## src/rtl/bscr_pkg.sv

```systemverilog
// constants for the secondary interrupt and capability register slice
package bscr_pkg;
  // dword offsets in configuration space
  localparam logic [7:0] BSCR_OFS_IRQ = 8'h7C;
  localparam logic [7:0] BSCR_OFS_CAP = 8'h80;
  // fixed byte values and reset values
  localparam logic [7:0] BSCR_IRQ_LINE_RST = 8'h00;
  localparam logic [7:0] BSCR_PIN_FWD = 8'h01;
  localparam logic [7:0] BSCR_PIN_REV = 8'h00;
  localparam logic [7:0] BSCR_MIN_GNT = 8'h00;
  localparam logic [7:0] BSCR_MAX_LAT = 8'h00;
  localparam logic [7:0] BSCR_CAP_ID = 8'h07;
  localparam logic [7:0] BSCR_NEXT_PTR = 8'h90;
  // secondary status field positions
  localparam int BSCR_BIT_WIDE = 16;
  localparam int BSCR_BIT_FAST = 17;
  localparam int BSCR_FLAG_LSB = 18;
  localparam int BSCR_NUM_FLAGS = 4;
  localparam int BSCR_CLK_LSB = 22;
  localparam int BSCR_CLK_MSB = 24;
  localparam int BSCR_RSVD_LSB = 25;
  // flag indices inside the sticky group
  localparam int BSCR_FL_DISCARD = 0;
  localparam int BSCR_FL_UNEXP = 1;
  localparam int BSCR_FL_OVERRUN = 2;
  localparam int BSCR_FL_DELAYED = 3;
  // byte lanes
  localparam int BSCR_LANE_LINE = 0;
  localparam int BSCR_LANE_FLAGS = 2;
  // secondary clock frequency codes
  localparam logic [2:0] BSCR_CLK_CONV = 3'h0;
  localparam logic [2:0] BSCR_CLK_66 = 3'h1;
  localparam logic [2:0] BSCR_CLK_133 = 3'h2;
  localparam logic [2:0] BSCR_CLK_RST = 3'h0;
endpackage : bscr_pkg

```

## src/rtl/bscr_sticky_flag.sv

```systemverilog
// one sticky status flag, set by hardware, cleared by writing one
module bscr_sticky_flag (
  input wire logic i_clk,
  input wire logic i_rst,
  input wire logic i_set,
  input wire logic i_clr,
  output logic o_flag
);
  logic flag_ff;
  logic nxt_flag;

  // set wins over a clear in the same cycle
  assign nxt_flag = i_set | (flag_ff & ~i_clr);

  // flag storage
  always_ff @(posedge i_clk or posedge i_rst) begin
    if (i_rst) begin
      flag_ff <= 1'b0;
    end else begin
      flag_ff <= nxt_flag;
    end
  end

  assign o_flag = flag_ff;
endmodule : bscr_sticky_flag

```

## src/rtl/bscr_cfg_read.sv

```systemverilog
// registered read data and acknowledge for configuration accesses
module bscr_cfg_read (
  input wire logic i_clk,
  input wire logic i_rst,
  input wire logic i_req,
  input wire logic i_rd,
  input wire logic i_sel_irq,
  input wire logic i_sel_cap,
  input wire logic [31:0] i_irq_word,
  input wire logic [31:0] i_cap_word,
  output logic [31:0] o_rdata,
  output logic o_ack
);
  logic [31:0] rdata_ff;
  logic ack_ff;
  logic [31:0] nxt_rdata;

  // unmapped offsets and writes return zero
  assign nxt_rdata = !i_rd ? 32'h0000_0000 :
                     i_sel_irq ? i_irq_word :
                     i_sel_cap ? i_cap_word : 32'h0000_0000;

  // answer one cycle after the request
  always_ff @(posedge i_clk or posedge i_rst) begin
    if (i_rst) begin
      rdata_ff <= 32'h0000_0000;
      ack_ff <= 1'b0;
    end else begin
      rdata_ff <= nxt_rdata;
      ack_ff <= i_req;
    end
  end

  assign o_rdata = rdata_ff;
  assign o_ack = ack_ff;
endmodule : bscr_cfg_read

```

## src/rtl/bscr_regs.sv

```systemverilog
// secondary interrupt bytes, capability header and secondary status slice
// How it works
// - interrupt line byte is read-write, forward mode meaning, resets to zero
// - interrupt pin byte reads 01h forward, 00h reverse, read-only
// - minimum grant byte read-only, quarter-microsecond units, resets zero
// - maximum latency byte read-only, quarter-microsecond units, resets zero
// - capability identifier byte reads 07h, read-only
// - next capability pointer reads 90h, read-only
// - status bit 16 is forward mode and wide-bus strap high
// - status bit 17 reads one in forward mode, zero in reverse
// - bit 18 sets on discarded split completion, forward only
// - bit 19 sets on unexpected split completion, reverse only
// - bit 20 sets on split completion overrun, buffer full
// - bit 21 sets when split request is delayed by commitment limit
// - clock field codes 000, 001, 010; others reserved
// - clock field reads zero in reverse mode, resets zero
module bscr_regs (
  input wire logic I_MCLK,
  input wire logic I_RST,
  input wire logic I_CFG_RD,
  input wire logic I_CFG_WR,
  input wire logic [7:0] I_CFG_ADDR,
  input wire logic [3:0] I_CFG_BE,
  input wire logic [31:0] I_CFG_WDATA,
  input wire logic I_FWD_MODE,
  input wire logic I_WIDE_BUS_STRAP,
  input wire logic [2:0] I_SEC_CLK_CODE,
  input wire logic I_SC_DISCARD,
  input wire logic I_SC_UNEXPECTED,
  input wire logic I_SC_OVERRUN,
  input wire logic I_SREQ_DELAYED,
  output logic [31:0] O_CFG_RDATA,
  output logic O_CFG_ACK,
  output logic [7:0] O_IRQ_LINE
);
  logic sel_irq;
  logic sel_cap;
  logic wr_line;
  logic wr_flags;
  logic [7:0] irq_line_ff;
  logic [7:0] nxt_irq_line;
  logic [2:0] clk_code_ff;
  logic [2:0] nxt_clk_code;
  logic clk_legal;
  logic [7:0] pin_byte;
  logic wide_bit;
  logic fast_bit;
  logic [bscr_pkg::BSCR_NUM_FLAGS-1:0] flag_set;
  logic [bscr_pkg::BSCR_NUM_FLAGS-1:0] flag_clr;
  logic [bscr_pkg::BSCR_NUM_FLAGS-1:0] flag_q;
  logic [bscr_pkg::BSCR_NUM_FLAGS-1:0] flag_rd;
  logic [31:0] irq_word;
  logic [31:0] cap_word;

  // dword decode, byte offset low bits ignored
  assign sel_irq = I_CFG_ADDR[7:2] == bscr_pkg::BSCR_OFS_IRQ[7:2];
  assign sel_cap = I_CFG_ADDR[7:2] == bscr_pkg::BSCR_OFS_CAP[7:2];
  assign wr_line = I_CFG_WR & sel_irq & I_CFG_BE[bscr_pkg::BSCR_LANE_LINE];
  assign wr_flags = I_CFG_WR & sel_cap & I_CFG_BE[bscr_pkg::BSCR_LANE_FLAGS];

  assign nxt_irq_line = wr_line ? I_CFG_WDATA[7:0] : irq_line_ff;

  assign clk_legal = (I_SEC_CLK_CODE == bscr_pkg::BSCR_CLK_66) ||
                     (I_SEC_CLK_CODE == bscr_pkg::BSCR_CLK_133);
  assign nxt_clk_code = (I_FWD_MODE && clk_legal) ? I_SEC_CLK_CODE
                                                  : bscr_pkg::BSCR_CLK_CONV;

  // line byte and clock code storage
  always_ff @(posedge I_MCLK or posedge I_RST) begin
    if (I_RST) begin
      irq_line_ff <= bscr_pkg::BSCR_IRQ_LINE_RST;
      clk_code_ff <= bscr_pkg::BSCR_CLK_RST;
    end else begin
      irq_line_ff <= nxt_irq_line;
      clk_code_ff <= nxt_clk_code;
    end
  end

  assign pin_byte = I_FWD_MODE ? bscr_pkg::BSCR_PIN_FWD : bscr_pkg::BSCR_PIN_REV;
  assign wide_bit = I_FWD_MODE & I_WIDE_BUS_STRAP;
  assign fast_bit = I_FWD_MODE;

  assign flag_set[bscr_pkg::BSCR_FL_DISCARD] = I_SC_DISCARD & I_FWD_MODE;
  assign flag_set[bscr_pkg::BSCR_FL_UNEXP] = I_SC_UNEXPECTED & ~I_FWD_MODE;
  assign flag_set[bscr_pkg::BSCR_FL_OVERRUN] = I_SC_OVERRUN;
  assign flag_set[bscr_pkg::BSCR_FL_DELAYED] = I_SREQ_DELAYED;

  // sticky flags, one per status event
  genvar gi;
  generate
    for (gi = 0; gi < bscr_pkg::BSCR_NUM_FLAGS; gi = gi + 1) begin : g_flag
      assign flag_clr[gi] = wr_flags & I_CFG_WDATA[bscr_pkg::BSCR_FLAG_LSB + gi];
      bscr_sticky_flag u_flag (
        .i_clk(I_MCLK),
        .i_rst(I_RST),
        .i_set(flag_set[gi]),
        .i_clr(flag_clr[gi]),
        .o_flag(flag_q[gi])
      );
    end
  endgenerate

  // mode masks on read of the two mode-bound flags
  assign flag_rd = {flag_q[3], flag_q[2],
                    flag_q[1] & ~I_FWD_MODE, flag_q[0] & I_FWD_MODE};

  // read word at the interrupt dword
  assign irq_word = {bscr_pkg::BSCR_MAX_LAT, bscr_pkg::BSCR_MIN_GNT,
                     pin_byte, irq_line_ff};
  // capability dword, reserved top bits zero
  assign cap_word = {7'h00, clk_code_ff, flag_rd, fast_bit, wide_bit,
                     bscr_pkg::BSCR_NEXT_PTR, bscr_pkg::BSCR_CAP_ID};

  // read data and acknowledge
  bscr_cfg_read u_read (
    .i_clk(I_MCLK),
    .i_rst(I_RST),
    .i_req(I_CFG_RD | I_CFG_WR),
    .i_rd(I_CFG_RD),
    .i_sel_irq(sel_irq),
    .i_sel_cap(sel_cap),
    .i_irq_word(irq_word),
    .i_cap_word(cap_word),
    .o_rdata(O_CFG_RDATA),
    .o_ack(O_CFG_ACK)
  );

  assign O_IRQ_LINE = irq_line_ff;
endmodule : bscr_regs

```

## config.mk

```make
export PLATFORM = sky130hd
export DESIGN_NAME = bscr_regs
export DESIGN_NICKNAME = d
export VERILOG_FILES = /design/src/rtl/bscr_pkg.sv /design/src/rtl/bscr_sticky_flag.sv /design/src/rtl/bscr_cfg_read.sv /design/src/rtl/bscr_regs.sv
export SDC_FILE = /design/constraint.sdc
export NUM_CORES = 1
export LEC_CHECK = 0
export BUFFER_PORTS_ARGS = -buffer_cell sky130_fd_sc_hd__clkbuf_2
export CAP_MARGIN = 20
export CORE_ASPECT_RATIO = 0.8
export CORE_MARGIN = 2
export CORE_UTILIZATION = 43
export CTS_CLUSTER_SIZE = 16
export DETAILED_ROUTE_END_ITERATION = 8
export HOLD_SLACK_MARGIN = 0.05
export PLACE_DENSITY = 0.85
export SLEW_MARGIN = 20
export SYNTH_ARGS = -nofsm -noshare
export SYNTH_HDL_FRONTEND = slang
export SYNTH_SLANG_ARGS = --single-unit
```

## constraint.sdc

```tcl
create_clock -name I_MCLK -period 1.5 [get_ports I_MCLK]
set_input_delay 0 -clock I_MCLK [delete_from_list [all_inputs] [get_ports I_MCLK]]
set_output_delay 0 -clock I_MCLK [all_outputs]
set_load 0.02 [all_outputs]
```

### Word level (Yosys, flattened, before mapping)

Index checks and enable logic that the tools add are counted.

* eq/ne operators: 4
* multiplexer cells: 5
* bitwise logic cells: 27
* reductions and logical operators: 2

Operator list (count)
* 2-to-1 mux 32 bit: 2
* 2-to-1 mux 25 bit: 1
* AND 1 bit: 17
* == test 6 x 5 -> 1 bit (second input constant): 1
* == test 6 bit (second input constant): 1
* inverter 1 bit: 5
* bitwise OR 1 bit: 5
* == test 3 x 1 -> 1 bit (second input constant): 1
* == test 3 x 2 -> 1 bit (second input constant): 1
* 2-to-1 mux 3 bit: 1
* logical AND 1 bit: 1
* logical OR 1 bit: 1
* 2-to-1 mux 1 bit: 1

* register bits: 48
* input bits: 57
* output and inout bits: 41
* word-level logic and storage cells: 46

### Depth between registers and ports, before layout

* word-level depth: 7
* depth in mapped cells: 4
* mapped depth without buffers: 3

### Cells and area by module

A second synthesis with hierarchy kept.

* cells, all modules: 140
* area total of the unflattened synthesis: 1971.9 um^2

Modules (own cells, without submodules)
* bscr_cfg_read: times used 1, cells an instance 81, area each 1288.7 um^2, sequential area each 825.8 um^2
* bscr_regs: times used 1, cells an instance 43, area each 523.0 um^2, sequential area each 275.3 um^2
* bscr_sticky_flag: times used 4, cells an instance 4, area each 40.0 um^2, sequential area each 25.0 um^2

### Least setup slack after synthesis

Ideal clock, no wire load.

* path type: input to register
* start: input I_CFG_ADDR[7]
* end: register irq_line_ff[0], in the netlist O_IRQ_LINE[0]
* library setup time: 0.125 ns
* arrival time: 0.871 ns
* data required time: 1.375 ns
* slack: 0.504 ns
* cell stages on the path: 3
* path buffers: 0
* cells stage by stage: nand2b_1 > nor3_4 > mux2_2

* cells in the longest elaborated chain, start to end: 3

RTL lines
* start, declared: RTL line bscr_regs.sv:22 `input wire logic [7:0] I_CFG_ADDR,`
* == test 6 x 5 -> 1 bit: RTL line bscr_regs.sv:56 `assign sel_irq = I_CFG_ADDR[7:2] == bscr_pkg::BSCR_OFS_IRQ[7:2];`
* AND 1 bit (2 in series): RTL line bscr_regs.sv:58 `assign wr_line = I_CFG_WR & sel_irq & I_CFG_BE[bscr_pkg::BSCR_LANE_LINE];`
* end signal, assigned: RTL line bscr_regs.sv:71 `irq_line_ff <= bscr_pkg::BSCR_IRQ_LINE_RST;`
* end signal, assigned: RTL line bscr_regs.sv:74 `irq_line_ff <= nxt_irq_line;`
* end, declared: RTL line bscr_regs.sv:40 `logic [7:0] irq_line_ff;`

No other way between the ends.
A chain may end at the register's enable or synchronous reset.

### Worst setup path after layout

* start: input I_CFG_WR
* end: register g_flag[2].u_flag.flag_ff

* cells in the longest elaborated chain, start to end: 6

RTL lines
* start, declared: RTL line bscr_regs.sv:21 `input wire logic I_CFG_WR,`
* AND 1 bit (2 in series): RTL line bscr_regs.sv:59 `assign wr_flags = I_CFG_WR & sel_cap & I_CFG_BE[bscr_pkg::BSCR_LANE_FLAGS];`
* AND 1 bit: RTL line bscr_regs.sv:92 `assign flag_clr[gi] = wr_flags & I_CFG_WDATA[bscr_pkg::BSCR_FLAG_LSB + gi];`
* inverter 1 bit: RTL line bscr_sticky_flag.sv:13 `assign nxt_flag = i_set | (flag_ff & ~i_clr);`
* AND 1 bit: RTL line bscr_sticky_flag.sv:13
* bitwise OR 1 bit: RTL line bscr_sticky_flag.sv:13
* net g_flag[2].u_flag.nxt_flag: RTL line bscr_sticky_flag.sv:10 `logic nxt_flag;`
* end signal, assigned: RTL line bscr_sticky_flag.sv:20 `flag_ff <= nxt_flag;`
* end, declared: RTL line bscr_sticky_flag.sv:9 `logic flag_ff;`

The timed path passes the listed nets, and every way through them passes these cells.

==> out/qor.csv <==
stage;metric;value;unit
global_route;grt_pass1_wl;4570;um
logic_synthesis;syn-cell-area;1370;um2
worst_setup_path;path_cells;dlygate4sd3_1, clkbuf_2, nand4_1, o22a_1, dlygate4sd3_1;
worst_setup_path;path_class;input port to flop;
logic_synthesis;yosysMostFrequentCell;dfrtp_1;
clocking;clk_latency;0.28;ns
placement;place_congestion;0.727;
logic_synthesis;synth_top_area_cell;dfrtp_1;
pwr;p_per_area;918;nW/um2
sta;tightest_slew;0.550;ns
logic_synthesis;synth_edf_count;0;
routing;viasPerCell;4.51;
placement;place_ws;0.283;ns
floorplan;core_area;3060;um2
logic_synthesis;ys_seq_area_share;63.9;%
placement;numPortBuffers;61;
layout;fin_util;66.2;%
status;outcome;finished, final reports clean;
pwr;leakage;1.13;nW
layout;area_delta_synth_final;47.9;%
sta;skew;0.00124;ns
pwr;power;1.86;mW
worst_setup_path;path_common_cell;dlygate4sd3_1;
logic_synthesis;synth_seq_cells;35;
worst_setup_path;critical_path.max_stage_delay;0.55;ns
layout;layout.nets;249;
worst_setup_path;end_kind;flop;
floorplan;die_h;54.5;um
global_route;grt_usage;18.5;%
sta;setup_ws;0.0283;ns
layout;drive_gt1_share;45.1;%
logic_synthesis;ys_async_sr_fraction;100;%
worst_setup_path;cp.arrival;1.64;ns
logic_synthesis;synthTopCellsByArea;dfrtp_1, buf_4, mux2_2;
job;maxCapViolCount;0;
floorplan;ios;98;
sta;fmax;679;MHz
routing;routed_wl;3100;um
worst_setup_path;cp_slowest_cell;dlygate4sd3_1;
worst_setup_path;cp_max_fo;4;
logic_synthesis;yosys_warnings;0;
clocking;clock-sinks;35;
placement;post-dp-hpwl;2140;um
logic_synthesis;synthCells;100;
sta;final_max_slew_viol_count;0;
routing;dr.pass1.iters;3;
layout;final_area;2030;um2
sta;setup_violations;0;
clocking;clock_path_buffers;2;
routing;drc;0;
clocking;cts_buffers;5;
worst_setup_path;startpoint_type;input port;
pwr;ir_drop;0.000509;V
routing;vias;1051;
logic_synthesis;synth_top_area_share;63.9;%
logic_synthesis;synthTopCellsByCount;dfrtp_1, buf_4, and3_1, mux2_2, and2_1;
sta;finalHoldViolations;0;
floorplan;rows;18;
floorplan;fp.dieW;67.1;um
logic_synthesis;syn_avg_cell_area;13.7;um2
routing;ant_nets;0;
clocking;cts-htree-levels;2;
global_route;antenna_found_initial;0;
floorplan;start_util;44.8;%
logic_synthesis;synth_cell_types;23;
hold_path;min_path_type;input port to flop;
logic_synthesis;synth_ff_type;dfrtp_1;
floorplan;dieArea;3660;um2
clocking;clkTransAtPathRegs;0.07;ns
global_route;overflow;0;
routing;wire_per_inst;13.3;um
clocking;cts_tree;done;
routing;first_iter_violations;36;
clocking;root_buffer;clkbuf_8;
sta;max_slew_margin;63.2;%
sta;rsz0062_at_grt;true;
sta;post-route-min-period;1.47;ns
layout;antenna_cells;0;
worst_setup_path;cp_data_required_time;1.67;ns
sta;fin_crit_sh;98.1;%
placement;placed_area;1670;um2
global_route;grt_max_degree;36;
global_route;first_global_vias;1011;
metal layers:
metal,track usage (%),part of all wire (%),vias up
li1,-,-,502
met1,19.3,37,490
met2,34.5,53,52
met3,4.32,8.0,7
met4,11.2,2.4,0
met5,0,0,-
worst paths after layout:
check / endpoint / cells after the start / slack [ns] / from
min in group asynchronous: clk_code_ff[0] / 4 / 0.33 / I_RST
max reg2reg: g_flag[2].u_flag.o_flag / 2 / 0.25 / g_flag[2].u_flag.o_flag
min: g_flag[1].u_flag.o_flag / 3 / 0.08 / I_CFG_WDATA[19]
max in group asynchronous: O_IRQ_LINE[0] / 4 / 0.87 / I_RST
min reg2reg: u_read.o_rdata[22] / 1 / 0.47 / clk_code_ff[0]
max: g_flag[2].u_flag.o_flag / 5 / 0.03 / I_CFG_WR
stage by stage:
| step | cells | hold WS (ns) | TNS (ns) |
|---|---|---|---|
| 3_5_place_dp | 199 | 0.0936 | 0 |
| 2_1_floorplan | 112 | 0.0714 | 0 |
| 5_1_grt | 233 | 0.128 | -0.0147 |
| 6_report | 233 | 0.0764 | 0 |
| 4_1_cts | 231 | 0.0736 | 0 |
| 3_3_place_gp | 199 | 0.0853 | 0 |
worst max-delay path: cells and delay by family:
kind	cells	cell delay, ns
simple gates	1	0.20
compound gates	1	0.25
buf+inv	3	1.19
cells by family after synthesis:
family          count (synthesis)  share of synthesized area [%]
flops                          35                           63.9
simple gates                   32                           16.3
other cells                     1                          0.273
buf+inv                        17                           8.30
compound gates                  7                           4.65
mux                             8                           6.57
power by group:
part           leakage (nW)  switching, mW  total [mW]  internal (mW)
logic                 0.626          0.125       0.229          0.104
registers             0.459         0.0168       0.984          0.967
clock network        0.0412          0.326       0.650          0.324
placed cells by master, fill, tap and decap left out, types with 3 or more instances in the layout:
cell and instances:
and2_1 5, clkbuf_2 61, mux2_2 8, dlygate4sd3_1 23
nor2b_1 3, clkbuf_8 5, and3_1 9, buf_4 3
dfrtp_1 35, a31o_2 3, conb_1 13, nand2b_1 3
area by class of cell:
class / instances / area, um2
clock buffers: 6 / 72.6
clock inverters: 2 / 12.5
fillers: 254 / 1030
inverters: 2 / 7.51
multi-input cells: 60 / 439
flip-flops and latches: 35 / 876
well taps: 40 / 50.0
repair buffers: 88 / 571
flip-flops by register name, indices dropped and copies added, names as in the netlist:
register / count
u_read.o_ack: 1
O_IRQ_LINE: 8
g_flag.u_flag.o_flag: 4
clk_code_ff: 3
u_read.o_rdata: 19
timing repair:
item	in CTS	in global routing
hold buffers	24	0
endpoints found under the hold margin	54	0
gates resized for setup	0	3
buffers inserted	0	2
setup endpoints to repair	0	3
Note: power is estimated with default switching activity, not from simulation.
